<file path="src/inc/ccr_pkg.sv">
// Purpose: constants and types of the counter configuration register bank
// Assumes: 16-bit holding registers addressed by word index
// Notes:   paired registers hold 32-bit two's complement, high word first
package ccr_pkg;
   // ****************************************
   // Register indexes
   // ****************************************
   localparam logic [7:0] ADDR_MUL_HI    = 8'h16;
   localparam logic [7:0] ADDR_MUL_LO    = 8'h17;
   localparam logic [7:0] ADDR_DIV_HI    = 8'h18;
   localparam logic [7:0] ADDR_DIV_LO    = 8'h19;
   localparam logic [7:0] ADDR_OFS_HI    = 8'h1a;
   localparam logic [7:0] ADDR_OFS_LO    = 8'h1b;
   localparam logic [7:0] ADDR_POINT     = 8'h1c;
   localparam logic [7:0] ADDR_STATION   = 8'h20;
   localparam logic [7:0] ADDR_IDENT     = 8'h21;
   localparam logic [7:0] ADDR_RATE      = 8'h22;
   localparam logic [7:0] ADDR_PERMIT    = 8'h23;
   localparam logic [7:0] ADDR_LOCKS     = 8'h24;
   localparam logic [7:0] ADDR_DELAY     = 8'h25;
   localparam logic [7:0] ADDR_SILENCE   = 8'h27;
   localparam logic [7:0] ADDR_LEVEL     = 8'h2d;
   localparam logic [7:0] ADDR_EDIT      = 8'h2f;
   localparam logic [7:0] ADDR_THR_HI    = 8'h30;
   localparam logic [7:0] ADDR_THR_LO    = 8'h31;
   localparam logic [7:0] ADDR_RELAY     = 8'h32;

   // ****************************************
   // Field limits
   // ****************************************
   localparam logic signed [31:0] MUL_MIN  = -32'sd99999;
   localparam logic signed [31:0] MUL_MAX  = 32'sd999999;
   localparam logic signed [31:0] DIV_MIN  = 32'sd1;
   localparam logic signed [31:0] DIV_MAX  = 32'sd999999;
   localparam logic signed [31:0] OFS_MIN  = -32'sd999999;
   localparam logic signed [31:0] OFS_MAX  = 32'sd999999;
   localparam logic signed [31:0] THR_MIN  = -32'sd99999;
   localparam logic signed [31:0] THR_MAX  = 32'sd999999;
   localparam logic [15:0] POINT_MAX      = 16'h0005;
   localparam logic [15:0] STATION_MAX    = 16'h00c7;
   localparam logic [15:0] RATE_MAX       = 16'h0007;
   localparam logic [15:0] PERMIT_MAX     = 16'h0001;
   localparam logic [15:0] LOCKS_MASK     = 16'h001f;
   localparam logic [15:0] DELAY_MAX      = 16'h0005;
   localparam logic [15:0] SILENCE_MAX    = 16'h0063;
   localparam logic [15:0] LEVEL_MIN      = 16'h0001;
   localparam logic [15:0] LEVEL_MAX      = 16'h0008;
   localparam logic [15:0] EDIT_MAX       = 16'h0001;
   localparam logic [15:0] RELAY_MAX      = 16'h0003;

   // ****************************************
   // Reset values
   // ****************************************
   localparam logic [31:0] RST_MUL     = 32'h0000_0001;
   localparam logic [31:0] RST_DIV     = 32'h0000_0001;
   localparam logic [31:0] RST_OFS     = 32'h0000_0000;
   localparam logic [31:0] RST_THR     = 32'h0000_0000;
   localparam logic [15:0] RST_POINT   = 16'h0000;
   localparam logic [15:0] RST_STATION = 16'h0001;
   localparam logic [15:0] RST_RATE    = 16'h0003;
   localparam logic [15:0] RST_PERMIT  = 16'h0001;
   localparam logic [15:0] RST_LOCKS   = 16'h0000;
   localparam logic [15:0] RST_DELAY   = 16'h0000;
   localparam logic [15:0] RST_SILENCE = 16'h0000;
   localparam logic [15:0] RST_LEVEL   = 16'h0008;
   localparam logic [15:0] RST_EDIT    = 16'h0000;
   localparam logic [15:0] RST_RELAY   = 16'h0000;
   // Arbitrary identity value
   localparam logic [15:0] IDENT_VALUE = 16'h5a3c;

   // ****************************************
   // Answer codes
   // ****************************************
   localparam logic [7:0] EXC_NONE      = 8'h00;
   localparam logic [7:0] EXC_ADDRESS   = 8'h02;
   localparam logic [7:0] EXC_VALUE     = 8'h03;
   localparam logic [7:0] EXC_NO_PERMIT = 8'h08;

   // ****************************************
   // Enumerations
   // ****************************************
   typedef enum logic [1:0] {
      RELAY_IDLE_ACTION,
      RELAY_ON,
      RELAY_OFF,
      RELAY_REMOTE
   } ccr_relay_mode_t;

   typedef enum logic [2:0] {
      BAUD_1200, BAUD_2400, BAUD_4800, BAUD_9600,
      BAUD_19200, BAUD_38400, BAUD_57600, BAUD_115200
   } ccr_baud_t;

   // Reply delay in character periods per code
   localparam logic [7:0] DELAY_CHARS_1 = 8'd10;
   localparam logic [7:0] DELAY_CHARS_2 = 8'd20;
   localparam logic [7:0] DELAY_CHARS_3 = 8'd50;
   localparam logic [7:0] DELAY_CHARS_4 = 8'd100;
   localparam logic [7:0] DELAY_CHARS_5 = 8'd200;
endpackage

</file>
<file path="src/ccr_prescaler.sv">
// Purpose: precounter and prescaled display value
// Assumes: event pulses already decoded per counting mode
// Notes:   display = count * multiplier + offset
`timescale 1ns/100ps
`default_nettype none
module ccr_prescaler (
   input  wire logic               i_mclk,
   input  wire logic               i_rst,
   input  wire logic               i_event,
   input  wire logic               i_down,
   input  wire logic [31:0]        i_divider,
   input  wire logic signed [31:0] i_multiplier,
   input  wire logic signed [31:0] i_offset,
   output logic signed [31:0]      o_count,
   output logic signed [31:0]      o_display
);
   typedef struct packed {
      logic [31:0]        pre;
      logic signed [31:0] count;
      logic signed [31:0] disp;
   } ccr_pre_state_t;

   ccr_pre_state_t st;
   ccr_pre_state_t next_st;
   logic signed [63:0] prod;

   always_comb begin
      next_st = st;
      prod    = 64'(st.count) * 64'(i_multiplier);
      if (i_event) begin
         if (st.pre + 32'd1 >= i_divider) begin
            next_st.pre = 32'd0;
            if (i_down) begin
               next_st.count = st.count - 32'sd1;
            end else begin
               next_st.count = st.count + 32'sd1;
            end
         end else begin
            next_st.pre = st.pre + 32'd1;
         end
      end
      next_st.disp = 32'(prod) + i_offset;
   end

   always_ff @(posedge i_mclk or posedge i_rst) begin
      if (i_rst) begin
         st <= '0;
      end else begin
         st <= next_st;
      end
   end

   assign o_count   = st.count;
   assign o_display = st.disp;
endmodule
`default_nettype wire

</file>
<file path="src/ccr_range_check.sv">
// Purpose: signed window check on a 32-bit paired value
// Assumes: limits are two's complement
// Notes:   purely combinational
`timescale 1ns/100ps
`default_nettype none
module ccr_range_check (
   input  wire logic signed [31:0] i_value,
   input  wire logic signed [31:0] i_min,
   input  wire logic signed [31:0] i_max,
   output logic                    o_ok
);
   assign o_ok = (i_value >= i_min) && (i_value <= i_max);
endmodule
`default_nettype wire

</file>
<file path="src/ccr_register_bank.sv">
// Purpose: holding-register bank of a pulse and quadrature counter
// Assumes: serial framing decoded outside; one write or read strobe per request
// Notes:   answers one cycle after a strobe with data and exception code
//
// Function
// - Paired multiplier accepted only within -99999 to 999999.
// - Display is always prescaled counter, never raw count.
// - Main counter moves once every divider-count input events.
// - Paired divider accepted only within 1 to 999999.
// - Paired offset accepted only within -999999 to 999999.
// - Decimal point codes 0 to 5, digits after point.
// - Identity register is read only and fixed.
// - Line rate codes 0 to 7 select 1200 to 115200 baud.
// - Writes refused while permission is 0, accepted at 1.
// - Lock register has five bits: four relays and offset.
// - Reply delay codes 0 to 5: none to 200 characters.
// - Silence limit 0 disables, 1 to 99 seconds.
// - Brightness 1 dimmest to 8 brightest.
// - Edit style 0 per digit, 1 sliding.
// - Relay one threshold accepted within -99999 to 999999.
// - Relay one mode codes 0 to 3.
// - Permission may be cleared remotely, never set remotely.
// - Bad value answers 03h, forbidden write answers 08h.
`timescale 1ns/100ps
`default_nettype none
module ccr_register_bank (
   input  wire logic        i_mclk,
   input  wire logic        i_rst,
   input  wire logic        i_wr,
   input  wire logic        i_rd,
   input  wire logic [7:0]  i_addr,
   input  wire logic [15:0] i_wdata,
   input  wire logic        i_local_permit,
   input  wire logic        i_event,
   input  wire logic        i_down,
   output logic             o_ack,
   output logic [15:0]      o_rdata,
   output logic [7:0]       o_exception,
   output logic [2:0]       o_baud_code,
   output logic [7:0]       o_reply_chars,
   output logic [6:0]       o_silence_s,
   output logic [7:0]       o_station,
   output logic [2:0]       o_point,
   output logic [3:0]       o_level,
   output logic             o_sliding_entry,
   output logic [3:0]       o_relay_lock,
   output logic             o_offset_lock,
   output logic [1:0]       o_relay1_mode,
   output logic [31:0]      o_relay1_threshold,
   output logic [31:0]      o_display
);
   // ****************************************
   // State
   // ****************************************
   typedef struct packed {
      logic [31:0] mul;
      logic [31:0] div;
      logic [31:0] ofs;
      logic [31:0] thr;
      logic [15:0] point;
      logic [15:0] station;
      logic [15:0] rate;
      logic [15:0] permit;
      logic [15:0] locks;
      logic [15:0] delay;
      logic [15:0] silence;
      logic [15:0] level;
      logic [15:0] edit;
      logic [15:0] relay;
      logic        ack;
      logic [15:0] rdata;
      logic [7:0]  exc;
      logic [7:0]  chars;
      logic [31:0] disp;
      logic [2:0]  lp_sync;
      logic        lp_req;
   } ccr_state_t;

   ccr_state_t st;
   ccr_state_t next_st;

   logic signed [31:0] cand;
   logic signed [31:0] lo_min;
   logic signed [31:0] lo_max;
   logic               in_range;
   logic signed [31:0] disp;
   logic               thr_fix_ok;

   function automatic logic [31:0] put_half(input logic [31:0] old, input logic hi,
                                            input logic [15:0] w);
      put_half = hi ? {w, old[15:0]} : {old[31:16], w};
   endfunction

   function automatic logic [7:0] delay_chars(input logic [15:0] code);
      case (code[2:0])
         3'h1:    delay_chars = ccr_pkg::DELAY_CHARS_1;
         3'h2:    delay_chars = ccr_pkg::DELAY_CHARS_2;
         3'h3:    delay_chars = ccr_pkg::DELAY_CHARS_3;
         3'h4:    delay_chars = ccr_pkg::DELAY_CHARS_4;
         3'h5:    delay_chars = ccr_pkg::DELAY_CHARS_5;
         default: delay_chars = 8'h00;
      endcase
   endfunction

   // Candidate pair value and its window
   always_comb begin
      cand   = 32'sd0;
      lo_min = 32'sd0;
      lo_max = 32'sd0;
      case (i_addr)
         ccr_pkg::ADDR_MUL_HI, ccr_pkg::ADDR_MUL_LO: begin
            cand   = put_half(st.mul, i_addr == ccr_pkg::ADDR_MUL_HI, i_wdata);
            lo_min = ccr_pkg::MUL_MIN;
            lo_max = ccr_pkg::MUL_MAX;
         end
         ccr_pkg::ADDR_DIV_HI, ccr_pkg::ADDR_DIV_LO: begin
            cand   = put_half(st.div, i_addr == ccr_pkg::ADDR_DIV_HI, i_wdata);
            lo_min = ccr_pkg::DIV_MIN;
            lo_max = ccr_pkg::DIV_MAX;
         end
         ccr_pkg::ADDR_OFS_HI, ccr_pkg::ADDR_OFS_LO: begin
            cand   = put_half(st.ofs, i_addr == ccr_pkg::ADDR_OFS_HI, i_wdata);
            lo_min = ccr_pkg::OFS_MIN;
            lo_max = ccr_pkg::OFS_MAX;
         end
         ccr_pkg::ADDR_THR_HI, ccr_pkg::ADDR_THR_LO: begin
            cand   = put_half(st.thr, i_addr == ccr_pkg::ADDR_THR_HI, i_wdata);
            lo_min = ccr_pkg::THR_MIN;
            lo_max = ccr_pkg::THR_MAX;
         end
         default: cand = 32'sd0;
      endcase
   end

   ccr_range_check u_range (
      .i_value (cand),
      .i_min   (lo_min),
      .i_max   (lo_max),
      .o_ok    (in_range)
   );

   // ****************************************
   // Prescaled counter
   // ****************************************
   ccr_prescaler u_pre (
      .i_mclk       (i_mclk),
      .i_rst        (i_rst),
      .i_event      (i_event),
      .i_down       (i_down),
      .i_divider    (st.div),
      .i_multiplier (st.mul),
      .i_offset     (st.ofs),
      .o_count      (),
      .o_display    (disp)
   );

   // Threshold high-word write: low word corrected when possible
   assign thr_fix_ok = ($signed({i_wdata, 16'h0000}) <= ccr_pkg::THR_MAX) &&
                       ($signed({i_wdata, 16'hffff}) >= ccr_pkg::THR_MIN);

   // ****************************************
   // Next state
   // ****************************************
   always_comb begin
      next_st       = st;
      next_st.ack   = 1'b0;
      next_st.disp  = disp;
      next_st.chars = delay_chars(st.delay);
      // Local menu enable crosses from a pin: three stages
      next_st.lp_sync = {st.lp_sync[1:0], i_local_permit};
      next_st.lp_req  = st.lp_sync[2] & st.lp_sync[1];
      if (i_rd) begin
         next_st.ack   = 1'b1;
         next_st.exc   = ccr_pkg::EXC_NONE;
         next_st.rdata = 16'h0000;
         case (i_addr)
            ccr_pkg::ADDR_MUL_HI:  next_st.rdata = st.mul[31:16];
            ccr_pkg::ADDR_MUL_LO:  next_st.rdata = st.mul[15:0];
            ccr_pkg::ADDR_DIV_HI:  next_st.rdata = st.div[31:16];
            ccr_pkg::ADDR_DIV_LO:  next_st.rdata = st.div[15:0];
            ccr_pkg::ADDR_OFS_HI:  next_st.rdata = st.ofs[31:16];
            ccr_pkg::ADDR_OFS_LO:  next_st.rdata = st.ofs[15:0];
            ccr_pkg::ADDR_POINT:   next_st.rdata = st.point;
            ccr_pkg::ADDR_STATION: next_st.rdata = st.station;
            ccr_pkg::ADDR_IDENT:   next_st.rdata = ccr_pkg::IDENT_VALUE;
            ccr_pkg::ADDR_RATE:    next_st.rdata = st.rate;
            ccr_pkg::ADDR_PERMIT:  next_st.rdata = st.permit;
            ccr_pkg::ADDR_LOCKS:   next_st.rdata = st.locks;
            ccr_pkg::ADDR_DELAY:   next_st.rdata = st.delay;
            ccr_pkg::ADDR_SILENCE: next_st.rdata = st.silence;
            ccr_pkg::ADDR_LEVEL:   next_st.rdata = st.level;
            ccr_pkg::ADDR_EDIT:    next_st.rdata = st.edit;
            ccr_pkg::ADDR_THR_HI:  next_st.rdata = st.thr[31:16];
            ccr_pkg::ADDR_THR_LO:  next_st.rdata = st.thr[15:0];
            ccr_pkg::ADDR_RELAY:   next_st.rdata = st.relay;
            default:               next_st.exc   = ccr_pkg::EXC_ADDRESS;
         endcase
      end else if (i_wr) begin
         next_st.ack   = 1'b1;
         next_st.rdata = i_wdata;
         next_st.exc   = ccr_pkg::EXC_NONE;
         if (st.permit[0] == 1'b0) begin
            next_st.exc = ccr_pkg::EXC_NO_PERMIT;
         end else begin
            case (i_addr)
               ccr_pkg::ADDR_MUL_HI, ccr_pkg::ADDR_MUL_LO: begin
                  if (in_range) next_st.mul = cand;
                  else next_st.exc = ccr_pkg::EXC_VALUE;
               end
               ccr_pkg::ADDR_DIV_HI, ccr_pkg::ADDR_DIV_LO: begin
                  if (in_range) next_st.div = cand;
                  else next_st.exc = ccr_pkg::EXC_VALUE;
               end
               ccr_pkg::ADDR_OFS_HI, ccr_pkg::ADDR_OFS_LO: begin
                  if (in_range) next_st.ofs = cand;
                  else next_st.exc = ccr_pkg::EXC_VALUE;
               end
               // Threshold window, high word corrects low
               ccr_pkg::ADDR_THR_HI: begin
                  if (in_range) begin
                     next_st.thr = cand;
                  end else if (thr_fix_ok) begin
                     next_st.thr = ($signed(cand) > ccr_pkg::THR_MAX) ?
                                   ccr_pkg::THR_MAX : ccr_pkg::THR_MIN;
                  end else begin
                     next_st.exc = ccr_pkg::EXC_VALUE;
                  end
               end
               ccr_pkg::ADDR_THR_LO: begin
                  if (in_range) next_st.thr = cand;
                  else next_st.exc = ccr_pkg::EXC_VALUE;
               end
               ccr_pkg::ADDR_POINT: begin
                  if (i_wdata <= ccr_pkg::POINT_MAX) next_st.point = i_wdata;
                  else next_st.exc = ccr_pkg::EXC_VALUE;
               end
               ccr_pkg::ADDR_STATION: begin
                  if (i_wdata <= ccr_pkg::STATION_MAX) next_st.station = i_wdata;
                  else next_st.exc = ccr_pkg::EXC_VALUE;
               end
               ccr_pkg::ADDR_IDENT: begin
                  next_st.exc = ccr_pkg::EXC_ADDRESS;
               end
               ccr_pkg::ADDR_RATE: begin
                  if (i_wdata <= ccr_pkg::RATE_MAX) next_st.rate = i_wdata;
                  else next_st.exc = ccr_pkg::EXC_VALUE;
               end
               ccr_pkg::ADDR_PERMIT: begin
                  if (i_wdata == 16'h0000) next_st.permit = 16'h0000;
                  else if (i_wdata <= ccr_pkg::PERMIT_MAX) next_st.permit = st.permit;
                  else next_st.exc = ccr_pkg::EXC_VALUE;
               end
               ccr_pkg::ADDR_LOCKS: begin
                  if ((i_wdata & ~ccr_pkg::LOCKS_MASK) == 16'h0000) next_st.locks = i_wdata;
                  else next_st.exc = ccr_pkg::EXC_VALUE;
               end
               ccr_pkg::ADDR_DELAY: begin
                  if (i_wdata <= ccr_pkg::DELAY_MAX) next_st.delay = i_wdata;
                  else next_st.exc = ccr_pkg::EXC_VALUE;
               end
               ccr_pkg::ADDR_SILENCE: begin
                  if (i_wdata <= ccr_pkg::SILENCE_MAX) next_st.silence = i_wdata;
                  else next_st.exc = ccr_pkg::EXC_VALUE;
               end
               ccr_pkg::ADDR_LEVEL: begin
                  if (i_wdata >= ccr_pkg::LEVEL_MIN && i_wdata <= ccr_pkg::LEVEL_MAX) begin
                     next_st.level = i_wdata;
                  end else begin
                     next_st.exc = ccr_pkg::EXC_VALUE;
                  end
               end
               ccr_pkg::ADDR_EDIT: begin
                  if (i_wdata <= ccr_pkg::EDIT_MAX) next_st.edit = i_wdata;
                  else next_st.exc = ccr_pkg::EXC_VALUE;
               end
               ccr_pkg::ADDR_RELAY: begin
                  if (i_wdata <= ccr_pkg::RELAY_MAX) next_st.relay = i_wdata;
                  else next_st.exc = ccr_pkg::EXC_VALUE;
               end
               default: next_st.exc = ccr_pkg::EXC_ADDRESS;
            endcase
         end
      end
      // Local menu re-enables writes; set beats a remote clear
      if (st.lp_req) begin
         next_st.permit = 16'h0001;
      end
   end

   always_ff @(posedge i_mclk or posedge i_rst) begin
      if (i_rst) begin
         st         <= '0;
         st.mul     <= ccr_pkg::RST_MUL;
         st.div     <= ccr_pkg::RST_DIV;
         st.ofs     <= ccr_pkg::RST_OFS;
         st.thr     <= ccr_pkg::RST_THR;
         st.point   <= ccr_pkg::RST_POINT;
         st.station <= ccr_pkg::RST_STATION;
         st.rate    <= ccr_pkg::RST_RATE;
         st.permit  <= ccr_pkg::RST_PERMIT;
         st.locks   <= ccr_pkg::RST_LOCKS;
         st.delay   <= ccr_pkg::RST_DELAY;
         st.silence <= ccr_pkg::RST_SILENCE;
         st.level   <= ccr_pkg::RST_LEVEL;
         st.edit    <= ccr_pkg::RST_EDIT;
         st.relay   <= ccr_pkg::RST_RELAY;
      end else begin
         st <= next_st;
      end
   end

   // ****************************************
   // Outputs
   // ****************************************
   assign o_ack              = st.ack;
   assign o_rdata            = st.rdata;
   assign o_exception        = st.exc;
   assign o_baud_code        = st.rate[2:0];
   assign o_reply_chars      = st.chars;
   assign o_silence_s        = st.silence[6:0];
   assign o_station          = st.station[7:0];
   assign o_point            = st.point[2:0];
   assign o_level            = st.level[3:0];
   assign o_sliding_entry    = st.edit[0];
   assign o_relay_lock       = st.locks[3:0];
   assign o_offset_lock      = st.locks[4];
   assign o_relay1_mode      = st.relay[1:0];
   assign o_relay1_threshold = st.thr;
   assign o_display          = st.disp;
endmodule
`default_nettype wire

</file>
<file path="config.mk">
export PLATFORM = sky130hd
export DESIGN_NAME = ccr_register_bank
export DESIGN_NICKNAME = d
export VERILOG_FILES = /design/src/inc/ccr_pkg.sv /design/src/ccr_prescaler.sv /design/src/ccr_range_check.sv /design/src/ccr_register_bank.sv
export SDC_FILE = /design/constraint.sdc
export NUM_CORES = 2
export LEC_CHECK = 0
export BUFFER_PORTS_ARGS = -buffer_cell sky130_fd_sc_hd__buf_2
export CAP_MARGIN = 20
export CORE_MARGIN = 1
export CORE_UTILIZATION = 58
export CTS_CLUSTER_SIZE = 40
export DETAILED_ROUTE_END_ITERATION = 16
export PLACE_DENSITY = 0.81
export SETUP_SLACK_MARGIN = 0.15
export SKIP_LAST_GASP = 1
export SLEW_MARGIN = 20
export SYNTH_ARGS = -nofsm -noshare
export SYNTH_HDL_FRONTEND = slang
export SYNTH_HIERARCHICAL = 1
export SYNTH_SLANG_ARGS = --single-unit
export TNS_END_PERCENT = 1
</file>
<file path="constraint.sdc">
create_clock -name i_mclk -period 11.5 [get_ports i_mclk]
set_clock_uncertainty 0.2 [all_clocks]
set_input_delay 1.725 -clock i_mclk [delete_from_list [all_inputs] [get_ports i_mclk]]
set_output_delay 1.725 -clock i_mclk [all_outputs]
set_load 0.05 [all_outputs]
</file>
==> run summary <==
I/O pin count -> 161
Combined buffer and inverter count along the critical path -> 4
Pwr dens -> 106.6 nW/um2
Routed len/inst -> 24.76 um
DR vias -> 33260
Combinational fraction of design power -> 0.241
Post-CTS Setup Bufs -> 0
Relative slew slack -> 0.2142
Syn Inst Count -> 4451
Die area -> 72650 um2
Clock Tree Buf Depth -> 3
CP required -> 11.76 ns
Max Fclk -> 0.1186 GHz
Initial DRC Count -> 3635
Switching Share -> 0.3698
Core area -> 70390 um2
Peak VDD IR -> 0.1124 mV
Drt first pass iters -> 9
Multi-input logic area -> 26220 um2
Maximum Capacitance Violations -> 0
All-Layer GR Usage -> 0.3707
Number of port buffers -> 154
WS Path Type -> reg -> reg
YS warnings -> 6
Vias in the first global route -> 33796
Max-slew violation count -> 0
Num CTS Buffers -> 48
Actual slew at the worst max-slew pin -> 1.176 ns
Clk sink count -> 432
Layout Cells excl Fill -> 5389
Most frequent CP cell -> fa_1
Post-route antenna net violation count -> 0
First-pass GRT wire length -> 204000 um
Clock network fraction of design power -> 0.361
CP arrival -> 8.69 ns
Sw Pwr -> 1.739 mW
CTS tree -> built
Die width -> 269.5 um
Status -> completed
Syn Std Cell Area -> 41510 um2
Routed WL -> 133400 um
Initial Utilization -> 0.5897
Clock slew at reported path FFs -> 0.06 ns
Final net count -> 5154
Final Hold Vio Count -> 0
CP max-delay cell -> dfrtp_1
Register area -> 10820 um2
RSZ-0062 raised after global routing -> no
LEAKAGE -> 21.92 nW
Area delta synth->final -> 6.218%
Worst Hold Class -> reg -> reg
Grt total ovfl -> 0
Hold buffers post-CTS -> 0
Startpoint types -> register
Residual DRC -> 0
CP delay by family, top -> adder cells
Final Wtd Congestion -> 1.052
Fillers -> 5681
Post-CTS Resized -> 0
Worst path cell trace -> and2_1 -> fa_1 -> fa_1 -> inv_1 -> fa_1 -> fa_1 -> fa_1 -> fa_1 -> inv_1 -> fa_1 -> inv_1 -> fa_1 -> inv_1 -> ha_1 -> and3_1 -> and4_1 -> and3_1 -> a31o_2 -> o21ai_1 -> o21ai_1 -> a31oi_1 -> nor4bb_1 -> or3_1
Crit share post-route -> 0.7330
CP Capture Type -> register
Worst-path fanout max -> 19
# setup viols final -> 0
Syn_area_per_cell -> 9.327 um2
Worst skew pair latency -> 0.64 ns
Largest net degree at the start of global routing -> 132
Root Buffer -> clkbuf_16
Min Tclk post-route -> 8.430 ns
# H-tree levels -> 2
HPWL Detailed -> 96250 um
Die Ht -> 269.5 um
Placed Instances -> 5293
Setup TNS after final layout -> 0 ns
Flop pwr share -> 0.398
Vias per cell -> 6.172
Initial antenna violation count -> 11
Fraction of layout cells with a size suffix above 1 -> 0.1011
Rows -> 97
P_int -> 2.963 mW
Slowest cell delay on critical path -> 0.93 ns
[stage by stage]
stage                     worst slack (ns)  hold slack (ns)  total power [mW]  cell area [um2]  utilization
after global placement               3.193           0.1338             2.943            42300       0.6009
after floorplan                     0.2767           0.1312             2.575            41630            -
after global routing                 2.722           0.1540             4.868            44080       0.6262
after CTS                            3.090           0.1484             4.666            44030       0.6256
final                                3.070           0.1471             4.702            44090       0.6264
after detailed placement             3.031           0.1347             2.969            42310       0.6010
[cell type report]
| cell class | instances | area share |
|---|---|---|
| clock buffer | 59 | 0.02977 |
| multi-input combinational | 2972 | 0.5946 |
| tap | 940 | 0.02667 |
| sequential | 432 | 0.2454 |
| inverter | 704 | 0.06016 |
| clock inverter | 29 | 0.009449 |
| antenna | 7 | 0.0003973 |
| timing repair buffer | 246 | 0.03360 |
[path summary, 6_finish.rpt]
kind	endpoint	cells after the start	slack, ns	start
max	u_pre/o_display[30]$_DFF_PP0_	23	3.07	u_pre/o_count[15]$_DFFE_PP0P_
max in group asynchronous	st[281]$_DFFE_PP0P_	3	8.31	i_rst
min	o_display[15]$_DFF_PP0_	0	0.15	u_pre/o_display[15]$_DFF_PP0_
max reg2reg	u_pre/o_display[30]$_DFF_PP0_	23	3.07	u_pre/o_count[15]$_DFFE_PP0P_
min reg2reg	o_display[15]$_DFF_PP0_	0	0.15	u_pre/o_display[15]$_DFF_PP0_
min in group asynchronous	u_pre/st[70]$_DFFE_PP0P_	2	0.96	i_rst
[placed cells by master (no fill, tap or decap), types with 10 or more instances in the layout]
cell type	count
buf_2	154
fa_1	439
nor3_1	53
o21a_1	19
a311oi_1	16
nand3_1	48
a211o_1	13
a21oi_1	106
a31oi_1	23
and2_1	357
mux2_2	41
nor3_2	10
xor2_1	30
nand4_1	49
inv_1	702
nor4_1	13
and3_1	20
a21o_1	27
dfrtp_1	425
a22o_1	26
nor2_1	102
o21bai_1	13
a222oi_1	12
a22oi_1	89
nor2b_1	100
ha_1	280
clkbuf_16	48
o2bb2ai_1	18
o31ai_1	13
xnor2_1	109
a211oi_1	25
a221oi_1	23
mux2i_1	22
conb_1	32
nand2_1	437
buf_4	91
o22ai_1	10
nand2b_1	16
o21ai_0	219
[metal layers]
metal	up-vias	global-route usage	routed length (um)
li1	14202	-	-
met1	16380	0.4529	48670
met2	2061	0.5686	59050
met3	609	0.1148	14950
met4	8	0.2412	10650
met5	-	0.002632	106
[registers in the layout, indices dropped and copies added, names as in the netlist, 2 cells and up]
signal	cells
o_relay1_mode	2
st	210
o_exception	3
u_pre/o_display	32
o_reply_chars	7
o_level	4
o_relay1_threshold	32
next_st	2
o_station	8
o_baud_code	3
o_relay_lock	4
o_point	3
u_pre/o_count	32
u_pre/st	32
o_silence_s	7
o_display	32
o_rdata	16
[power by group through the flow]
stage	clock (mW)	sequential (mW)	combinational [mW]
final	1.70	1.87	1.13
after global routing	1.77	1.88	1.22
after CTS	1.71	1.86	1.10
after detailed placement	0	1.88	1.09
after global placement	0	1.88	1.07
after floorplan	0	1.69	0.884
No activity file was read; power rests on OpenSTA's default activity.
